**config.mk**
```make
export PLATFORM = sky130hd
export DESIGN_NAME = asrp_serial_port
export DESIGN_NICKNAME = d
export VERILOG_FILES = /design/src/shared/asrp_pkg.sv /design/src/core/asrp_serial_port.sv
export SDC_FILE = /design/constraint.sdc
export NUM_CORES = 1
export LEC_CHECK = 0
export ABC_AREA = 1
export BUFFER_PORTS_ARGS = -buffer_cell sky130_fd_sc_hd__buf_2
export CORE_MARGIN = 10
export CORE_UTILIZATION = 48
export DETAILED_ROUTE_END_ITERATION = 10
export GPL_TIMING_DRIVEN = 0
export PLACE_DENSITY = 0.75
export REMOVE_ABC_BUFFERS = 1
export SYNTH_ARGS = -nofsm -noshare
export SYNTH_HDL_FRONTEND = slang
export SYNTH_SLANG_ARGS = --single-unit
```
**constraint.sdc**
```tcl
create_clock -name clk -period 1.74 [get_ports clk]
set_input_delay 0.522 -clock clk [delete_from_list [all_inputs] [get_ports clk]]
set_output_delay 0.522 -clock clk [all_outputs]
set_load 0.05 [all_outputs]
```
**src/shared/asrp_pkg.sv**
```systemverilog
// Constants, states and carrier types of the converter's serial result port.
// Assumes one 200 MHz clock and registers reached over an APB slave.
//
// Behaviour
// RULE1: Serial/parallel select low makes the chain pin drive parallel bit seven.
// RULE2: In serial mode the chain pin is chain input or read mode, per clock source.
// RULE3: External clock selected: chain pin accepts upstream converter data for daisy chaining.
// RULE4: Chain input level reaches the serial output sixteen clock periods after read start.
// RULE5: Internal clock: read mode high shifts during conversion, low only after completion.
// RULE6: Serial/parallel select low makes the serial output pin drive parallel bit eight.
// RULE7: Stored result shifts out MSB first, synchronised to the serial clock.
// RULE8: Serial word coding follows the output coding select input.
// RULE9: Internal clock: each output bit stays stable across both clock edges.
// RULE10: External clock: update on rising edge, host samples falling; invert swaps edges.
// RULE11: Serial/parallel select low makes the serial clock pin drive parallel bit nine.
// RULE12: Serial clock pin is output with internal clock, input with external clock.
// RULE13: Clock source low drives internal clock out; high follows an external clock.
// RULE14: Coding select high gives straight binary; low inverts the MSB for two's complement.
// RULE15: Host holds chip select and read low to enable the output bus.
// RULE16: Internal clock: frame sync active while serial data valid; polarity select inverts.
package asrp_pkg;

  localparam int          RESULT_W    = 16;
  localparam logic [11:0] ADDR_CTRL   = 12'h000;
  localparam logic [11:0] ADDR_STATUS = 12'h004;
  localparam logic [11:0] ADDR_RESULT = 12'h008;
  localparam logic [7:0]  DIV_RST     = 8'h03;
  localparam logic [4:0]  LAST_BIT    = 5'h0f;
  localparam logic [4:0]  CHAIN_BIT   = 5'h10;
  localparam logic [1:0]  PH_RISE     = 2'h1;
  localparam logic [1:0]  PH_FALL     = 2'h3;
  localparam logic [1:0]  PH_LAST     = 2'h3;

  // One-hot shifter states.
  typedef enum logic [2:0] {
    ST_IDLE   = 3'b001,
    ST_MSHIFT = 3'b010,
    ST_SSHIFT = 3'b100
  } asrp_state_t;

  // One drivable pin: output level and enable.
  typedef struct packed {
    logic o;
    logic oe;
  } asrp_pin_t;

  // Pin inputs that cross into the clock domain together.
  typedef struct packed {
    logic sp_sel;
    logic ext_clk;
    logic bin_code;
    logic inv_clk;
    logic inv_frame;
    logic cs_n;
    logic rd_n;
    logic chain;
    logic sclk;
  } asrp_pins_t;

endpackage : asrp_pkg

```
**src/core/asrp_serial_port.sv**
```systemverilog
// Serial result port of a 16-bit converter sharing pins with the parallel bus.
// Assumes conversion results arrive on clk; all pins are asynchronous to clk.
`timescale 1ns/10ps
module asrp_serial_port (
  input  wire logic              clk,
  input  wire logic              sys_rst,
  input  wire logic              psel,
  input  wire logic              penable,
  input  wire logic              pwrite,
  input  wire logic [11:0]       paddr,
  input  wire logic [31:0]       pwdata,
  output logic                   pready,
  output logic [31:0]            prdata,
  output logic                   pslverr,
  input  wire logic [15:0]       conv_result,
  input  wire logic              conv_done,
  input  wire logic              conv_busy,
  input  wire logic              serial_parallel_select,
  input  wire logic              clock_source_select,
  input  wire logic              output_coding_select,
  input  wire logic              clock_invert_select,
  input  wire logic              frame_polarity_select,
  input  wire logic              cs_n,
  input  wire logic              rd_n,
  input  wire logic              chain_in_or_read_mode,
  input  wire logic              sclk_in,
  output asrp_pkg::asrp_pin_t    parallel_bit_seven,
  output asrp_pkg::asrp_pin_t    parallel_bit_eight,
  output asrp_pkg::asrp_pin_t    parallel_bit_nine,
  output logic                   frame_sync_out
);
  import asrp_pkg::*;

  asrp_pins_t  meta_q, pin_q;
  logic        sclk_prev_q;
  logic [15:0] result_q, result_d;
  logic        pend_q, pend_d;
  logic [15:0] shift_q, shift_d;
  logic [4:0]  cnt_q, cnt_d;
  logic [1:0]  ph_q, ph_d;
  logic [7:0]  tick_q, tick_d;
  logic        chain_q, chain_d;
  logic        sclk_q, sclk_d;
  asrp_state_t st_q, st_d;
  asrp_pin_t   p7_d, p8_d, p9_d;
  logic        fs_d;
  logic        rdy_d, err_d;
  logic [31:0] rdata_d;
  logic [7:0]  div_q, div_d;
  logic [15:0] word;
  logic        read_en, rise, fall, upd_edge, smp_edge, tick, m_start, s_start;

  // Two flops on every pin input; only the second stage is read by logic.
  always_ff @(posedge clk)
  begin
    meta_q      <= {serial_parallel_select, clock_source_select, output_coding_select,
                    clock_invert_select, frame_polarity_select, cs_n, rd_n,
                    chain_in_or_read_mode, sclk_in};
    pin_q       <= meta_q;
    sclk_prev_q <= pin_q.sclk;
  end

  // Decoded conditions shared by the shifter and the pin drivers.
  always_comb
  begin
    word     = pin_q.bin_code ? result_q : {~result_q[15], result_q[14:0]}; // [RULE8] [RULE14]
    read_en  = !pin_q.cs_n && !pin_q.rd_n;
    rise     = pin_q.sclk && !sclk_prev_q;
    fall     = !pin_q.sclk && sclk_prev_q;
    upd_edge = pin_q.inv_clk ? fall : rise; // [RULE10]
    smp_edge = pin_q.inv_clk ? rise : fall; // [RULE10]
    tick     = (tick_q == div_q);
    // Read mode high may start while a conversion runs; low waits for it to end.
    m_start  = pin_q.sp_sel && !pin_q.ext_clk && read_en && pend_q
               && (pin_q.chain || !conv_busy); // [RULE2] [RULE5] [RULE13]
    s_start  = pin_q.sp_sel && pin_q.ext_clk && read_en && pend_q; // [RULE2] [RULE13]
  end

  // Result holding, shifter state machine and internal clock generator.
  always_comb
  begin
    result_d = conv_done ? conv_result : result_q;
    pend_d   = pend_q;
    st_d     = st_q;
    shift_d  = shift_q;
    cnt_d    = cnt_q;
    ph_d     = ph_q;
    sclk_d   = sclk_q;
    chain_d  = chain_q;
    tick_d   = (tick || st_q != ST_MSHIFT) ? 8'h00 : tick_q + 8'h01;
    case (st_q)
      ST_IDLE:
      begin
        sclk_d = 1'b0;
        ph_d   = 2'h0;
        cnt_d  = 5'h00;
        if (m_start || s_start)
        begin
          shift_d = word; // [RULE7]
          // The first chained bit is the level at read start, not one left from a past frame.
          chain_d = pin_q.chain; // [RULE3]
          pend_d  = 1'b0;
          st_d    = m_start ? ST_MSHIFT : ST_SSHIFT;
        end
      end
      ST_MSHIFT:
      begin
        // Data moves one phase after the falling edge and one before the rising edge,
        // so the host may sample on either edge.
        if (tick)
        begin
          ph_d = ph_q + 2'h1;
          if (ph_d == PH_RISE)
            sclk_d = 1'b1;
          if (ph_d == PH_FALL)
            sclk_d = 1'b0;
          if (ph_q == PH_LAST)
          begin
            if (cnt_q == LAST_BIT)
              st_d = ST_IDLE;
            cnt_d   = cnt_q + 5'h01;
            shift_d = {shift_q[14:0], 1'b0}; // [RULE7] [RULE9]
          end
        end
        if (!read_en || !pin_q.sp_sel || pin_q.ext_clk)
          st_d = ST_IDLE;
      end
      ST_SSHIFT:
      begin
        // Chain bit is taken at the sampling edge, so it is stable when we shift.
        if (smp_edge)
          chain_d = pin_q.chain; // [RULE3]
        if (upd_edge)
        begin
          shift_d = {shift_q[14:0], chain_q}; // [RULE4] [RULE7] [RULE10]
          if (cnt_q != CHAIN_BIT)
            cnt_d = cnt_q + 5'h01;
        end
        if (!read_en || !pin_q.sp_sel || !pin_q.ext_clk)
          st_d = ST_IDLE;
      end
      default:
        st_d = ST_IDLE;
    endcase
    if (conv_done)
      pend_d = 1'b1; // A new result wins over the clear at read start.
  end

  // Pin drivers; all pins leave the block through flops.
  // Serial data takes the next shifter value, so it never moves together with a clock edge.
  always_comb
  begin
    p7_d.o  = word[7];
    p7_d.oe = !pin_q.sp_sel && read_en; // [RULE1] [RULE2]
    p8_d.o  = pin_q.sp_sel ? shift_d[15] : word[8]; // [RULE6] [RULE7]
    p8_d.oe = read_en;
    p9_d.o  = pin_q.sp_sel ? (sclk_d ^ pin_q.inv_clk) : word[9]; // [RULE11] [RULE13]
    p9_d.oe = pin_q.sp_sel ? !pin_q.ext_clk : read_en; // [RULE11] [RULE12]
    fs_d    = (st_d == ST_MSHIFT) ^ pin_q.inv_frame; // [RULE16]
  end

  always_ff @(posedge clk)
  begin
    if (sys_rst)
    begin
      result_q           <= 16'h0000;
      pend_q             <= 1'b0;
      st_q               <= ST_IDLE;
      shift_q            <= 16'h0000;
      cnt_q              <= 5'h00;
      ph_q               <= 2'h0;
      tick_q             <= 8'h00;
      chain_q            <= 1'b0;
      sclk_q             <= 1'b0;
      parallel_bit_seven <= '0;
      parallel_bit_eight <= '0;
      parallel_bit_nine  <= '0;
      frame_sync_out     <= 1'b0;
    end
    else
    begin
      result_q           <= result_d;
      pend_q             <= pend_d;
      st_q               <= st_d;
      shift_q            <= shift_d;
      cnt_q              <= cnt_d;
      ph_q               <= ph_d;
      tick_q             <= tick_d;
      chain_q            <= chain_d;
      sclk_q             <= sclk_d;
      parallel_bit_seven <= p7_d;
      parallel_bit_eight <= p8_d;
      parallel_bit_nine  <= p9_d;
      frame_sync_out     <= fs_d;
    end
  end

  // APB slave with one wait state; the answer comes from flops.
  always_comb
  begin
    rdy_d   = psel && penable && !pready;
    err_d   = 1'b0;
    rdata_d = 32'h0000_0000;
    div_d   = div_q;
    case (paddr)
      ADDR_CTRL:   rdata_d = {24'h00_0000, div_q};
      ADDR_STATUS: rdata_d = {21'h00_0000, pin_q.ext_clk, pin_q.sp_sel, pend_q, cnt_q, st_q};
      ADDR_RESULT: rdata_d = {16'h0000, word};
      default:     err_d   = 1'b1;
    endcase
    if (!rdy_d)
    begin
      rdata_d = 32'h0000_0000;
      err_d   = 1'b0;
    end
    if (psel && penable && pready && pwrite && paddr == ADDR_CTRL)
      div_d = pwdata[7:0];
  end

  always_ff @(posedge clk)
  begin
    if (sys_rst)
    begin
      pready  <= 1'b0;
      pslverr <= 1'b0;
      prdata  <= 32'h0000_0000;
      div_q   <= DIV_RST;
    end
    else
    begin
      pready  <= rdy_d;
      pslverr <= err_d;
      prdata  <= rdata_d;
      div_q   <= div_d;
    end
  end
endmodule : asrp_serial_port

```
# [Word level (Yosys, flattened, before mapping)]
# Cells that the tools add are included.
[word_totals] elab_cells=149 reg_bits=121 in_bits=76
[op_classes] n_eq_ne=19 muxes=38 bitwise=4 add_sub_neg=3 n_reduce_logical=45
[op_table] op="16-bit case mux with 3 select lines" n=2
[op_table] op="16-bit 2-to-1 mux" n=5
[op_table] op="3-bit 2-to-1 mux" n=7
[op_table] op="5-bit 2-to-1 mux" n=4
[op_table] op="1-bit logical AND" n=16
[op_table] op="5-bit case mux with 3 select lines" n=1
[op_table] op="1-bit 2-to-1 mux" n=14
[op_table] op="12-bit by 3-bit == test with 1-bit output (second input constant)" n=1
[op_table] op="12-bit by 4-bit == test with 1-bit output (second input constant)" n=1
[op_table] op="12-bit logical NOT" n=1
[op_table] op="2-bit != test (second input constant)" n=6
[op_table] op="5-bit AND reduction" n=2
[op_table] op="1-bit logical NOT" n=9
[op_table] op="3-bit case mux with 3 select lines" n=1
[op_table] op="8-bit by 1-bit adder with 8-bit output (second input constant)" n=1
[op_table] op="8-bit == test" n=1
[op_table] op="2-bit nonzero test" n=4
[op_table] op="3-bit by 2-bit == test with 1-bit output (second input constant)" n=2
[op_table] op="1-bit logical OR" n=6
[op_table] op="5-bit by 1-bit adder with 5-bit output (second input constant)" n=1
[op_table] op="5-bit by 4-bit == test with 1-bit output (second input constant)" n=1
[op_table] op="5-bit != test (second input constant)" n=1
[op_table] op="2-bit == test (second input constant)" n=2
[op_table] op="1-bit case mux with 2 select lines" n=2
[op_table] op="other kinds (14)" n=18

# [Depth between registers and ports, before layout]
[logic_depth] ltp_word=10 depth_mapped=14 ltp_nobuf=14

# [Worst setup path before layout]
# No wires, ideal clock.
[synth_path] kind="input -> register" startpoint="in paddr[1]" endpoint="reg prdata[0]" setup_slack_ns=-0.007 required_time_ns=1.675 stages=8 setup_ns=0.065 arrival_ns=1.682 path_cell_list="or2_1 -> nor2_1 -> nand2_1 -> nand2_1 -> inv_1 -> nor2_1 -> inv_1 -> nor2_1"
[synth_via] elab_chain_cells=2 elab_cells_between_ends=4
[synth_rtl] element="from (decl)" line_no="asrp_serial_port.sv:10" text="input wire logic [11:0] paddr,"
[synth_rtl] element="12-bit by 4-bit == test with 1-bit output, or another cell as far along" line_no="asrp_serial_port.sv:205" text="case (paddr)"
[synth_rtl] element="16-bit case mux with 3 select lines (*)" line_no="asrp_serial_port.sv:205"
[synth_rtl] element="to (signal assigned)" line_no="asrp_serial_port.sv:233" text="prdata <= rdata_d;"
[synth_rtl] element="to (decl)" line_no="asrp_serial_port.sv:13" text="output logic [31:0] prdata,"
# Mark *: on every way between the ends. The rest lies on a longest branch, timed or not.
# A chain may end at the register's enable or synchronous reset.

# [Worst setup path after layout]
[layout_path] startpoint="reg st_q[0]" endpoint="reg shift_q[5]"
[layout_via] elab_chain_cells=3 elab_cells_between_ends=10
[layout_rtl] element="from (decl)" line_no="asrp_serial_port.sv:44" text="asrp_state_t st_q, st_d;"
[layout_rtl] element="from (signal assigned)" line_no="asrp_serial_port.sv:184" text="st_q <= st_d;"
[layout_rtl] element="3-bit by 2-bit == test with 1-bit output, or another cell as far along" line_no="asrp_serial_port.sv:91" text="case (st_q)"
[layout_rtl] element="2-bit != test (no line) or 3-bit nonzero test (tied branches)"
[layout_rtl] element="5-bit AND reduction (no line)"
[layout_rtl] element="to (signal assigned)" line_no="asrp_serial_port.sv:185" text="shift_q <= shift_d;"
[layout_rtl] element="to (decl)" line_no="asrp_serial_port.sv:38" text="logic [15:0] shift_q, shift_d;"
# Parallel ways exist; a longest one is shown, timed or not.

==> qor.yml <==
status: "finished, violations left"
failed_checks: "negative setup slack"
core_area_mm2: 0.00920
grt_pass1_wl_um: 20200
synthFlopType: "dfxtp_1"
hold_path_end: "meta_q[6]"
peakVddDrop_mv: 0.506
track_usage_pct: 18.7
reg2reg_to: "shift_q[5]"
post-route-period-util_pct: 101
r2r_slack_ns: -0.01
synth_edf_count: 0
whs_ns: 0.240
cts_tree: "done"
die_w_um: 117
synth_common_cells: "dfxtp_1, nand2_1, nor2_1"
routed_wl_um: 13300
synth-async-reset-ratio_pct: 0
startpoint_type: "flip-flop"
wire_per_inst_um: 16.3
hold_viol: 0
numPortBuffers: 76
finalSetupViolations: 1
synth_cells: 602
clk_latency_ns: 0.37
hp-class: "input port to flip-flop"
reg2regPathDepth: 8
numCtsBuffers: 9
dieArea_mm2: 0.0136
drt-initial-drc-count: 337
pre_cts_ws_ns: -1.02
grt_max_degree: 28
path_class: "flip-flop to flip-flop"
dpl_cell_area_mm2: 0.00487
fillers: 818
leakagePower_nw: 2.43
place_hpwl_um: 8290
fin_nets: 780
hold_start: "output_coding_select"
ys_warn_count: 0
ioPinCount: 117
htreeDepth: 3
antenna_cells: 0
grt-ovfl-total: 0
yosysUniqueCellTypes: 37
finalPower_mw: 4.67
ctsHoldBuffers: 0
syn_to_final_growth_pct: 22.8
place.gp.congestion: 0.890
cts.path.max_buffers: 2
relSlewSlack_pct: 51.5
antenna_left: 0
required_ns: 1.99
drive_above_1_share_pct: 25.1
grt_pass1_vias: 4299
drv_slew: 0
antenna_found_initial: 0
setup_ws_ns: -0.0143
path_clk_slew_ns: 0.10
synth_top_area_share_pct: 46.7
tns_ns: -0.0143
finalCriticalPeriod_ns: 1.75
synth_area_leaders: "dfxtp_1, nand2_1, nor2_1, inv_1, nand3_1"
r2r_start: "st_q[0]"
tightest_slew_ns: 0.723
rows: 35
first_pass_iters: 7
avgViaCountPerCell: 5.42
worst-path-max-fanout: 7
initial_core_util_pct: 48.9
syn_area_per_cell_um2: 7.48
max_cap_violations: 0
power_density_mw_per_mm2: 845
synth_area_mm2: 0.00450
drcViolationCount: 0
fin_worst_skew_ns: 0.0107
holdPathStages: 1
synth_area_leader_cell: "dfxtp_1"
fmax_mhz: 570
synth-seq-area-share_pct: 46.7
rsz0062_at_grt: "yes"
synth_most_common_cell: "dfxtp_1"
crit_arrival_ns: 2.01
ys_seq_elements: 105
final_cell_area_mm2: 0.00553
cts_root_buf: "clkbuf_8"
clkSinkCount: 105
die_height_um: 117
vias: 4418
cp-end-kind: "flip-flop"
-- routing by layer --
metal | vias to the layer above | track usage (%) | routed length (um)
li1 | 2132 | - | -
met1 | 2023 | 22.3 | 5320
met2 | 226 | 31.0 | 6370
met3 | 37 | 4.94 | 1240
met4 | 0 | 8.24 | 323
met5 | - | 0 | 0
-- critical path, cell delays in order (launching register included) --
cell and delay [ns]:
dfxtp_1 0.33, inv_1 0.15, nand3_2 0.22, nand2_2 0.17, inv_1 0.13, nand2_4 0.21
nand3_4 0.18, a21oi_2 0.17, nor2_1 0.07
-- worst max-delay path by stage --
stage | from | end | slack [ns]
final | st_q[0] | shift_q[5] | -0.01
after global routing | st_q[0] | shift_q[5] | -0.11
after CTS | tick_q[2] | cnt_q[1] | 0.004
after detailed placement | paddr[1] | prdata[2] | -1.02
after global placement | paddr[1] | prdata[2] | -0.96
after floorplan | paddr[1] | prdata[0] | -0.17
-- placed cells by master, fill, tap and decap left out, drive strengths merged --
master    synthesis  layout
xnor2             4       4
or2               1       1
a21boi            1       1
conb              1      16
ha                5       5
buf              25      99
nor3              9       9
o221ai            2       2
nand2           107     107
o21ai            34      34
o22ai             6       6
nand4            22      22
nor4              1       1
a21oi            38      38
nand3            45      48
clkinvlp          0       9
nor2             86      86
inv              76      73
dfxtp           105     105
nor3b             2       2
clkinv            1       4
a31oi             1       1
o2111ai           1       1
clkbuf           11      11
xor2              4       4
bufinv            0       1
o211ai           14      14
-- layout make-up --
cell class | instances | area (um^2) | area share [%]
clock buffers | 10 | 138 | 2.49
clock inverters | 6 | 67.6 | 1.22
inverters | 77 | 308 | 5.57
multi-input cells | 402 | 2170 | 39.2
flip-flops and latches | 105 | 2110 | 38.3
well taps | 111 | 139 | 2.51
repair buffers | 100 | 563 | 10.2
repair inverters | 4 | 30.0 | 0.543
-- power by group --
| part | switching, mW | internal [mW] |
|---|---|---|
| Combinational | 0.393 | 0.169 |
| Sequential | 0.0559 | 2.50 |
| Clock | 0.850 | 0.707 |
| Total | 1.30 | 3.37 |
-- kinds of logic after synthesis --
| family | count (synthesis) | share of synthesized area (%) |
|---|---|---|
| compound gates | 97 | 12.1 |
| xor+xnor | 8 | 1.56 |
| simple gates | 273 | 27.1 |
| buf+inv | 113 | 11.1 |
| other cells | 1 | 0.0833 |
| flops | 105 | 46.7 |
| fa+ha+maj | 5 | 1.39 |
-- sequential cells by signal, indices dropped and copies added (netlist names), 3 cells and up --
signal    cells
meta_q        9
result_q     16
pin_q         9
div_q         8
prdata       16
st_q          3
tick_q        8
shift_q      16
cnt_q         5
-- per-stage QoR --
stage / utilization, % / cells
floorplan: - / 581
global placement: 52.9 / 768
detailed placement: 52.9 / 768
CTS: 57.7 / 800
global route: 60.1 / 815
finish: 60.1 / 815
-- what timing repair did --
item | in CTS | in global routing
endpoints found under the setup margin | 70 | 56
cloned | 7 | 0
setup buffers | 9 | 15
pin swaps | 7 | 12
resized for setup | 32 | 35
Note: power is estimated with default switching activity, not from simulation.
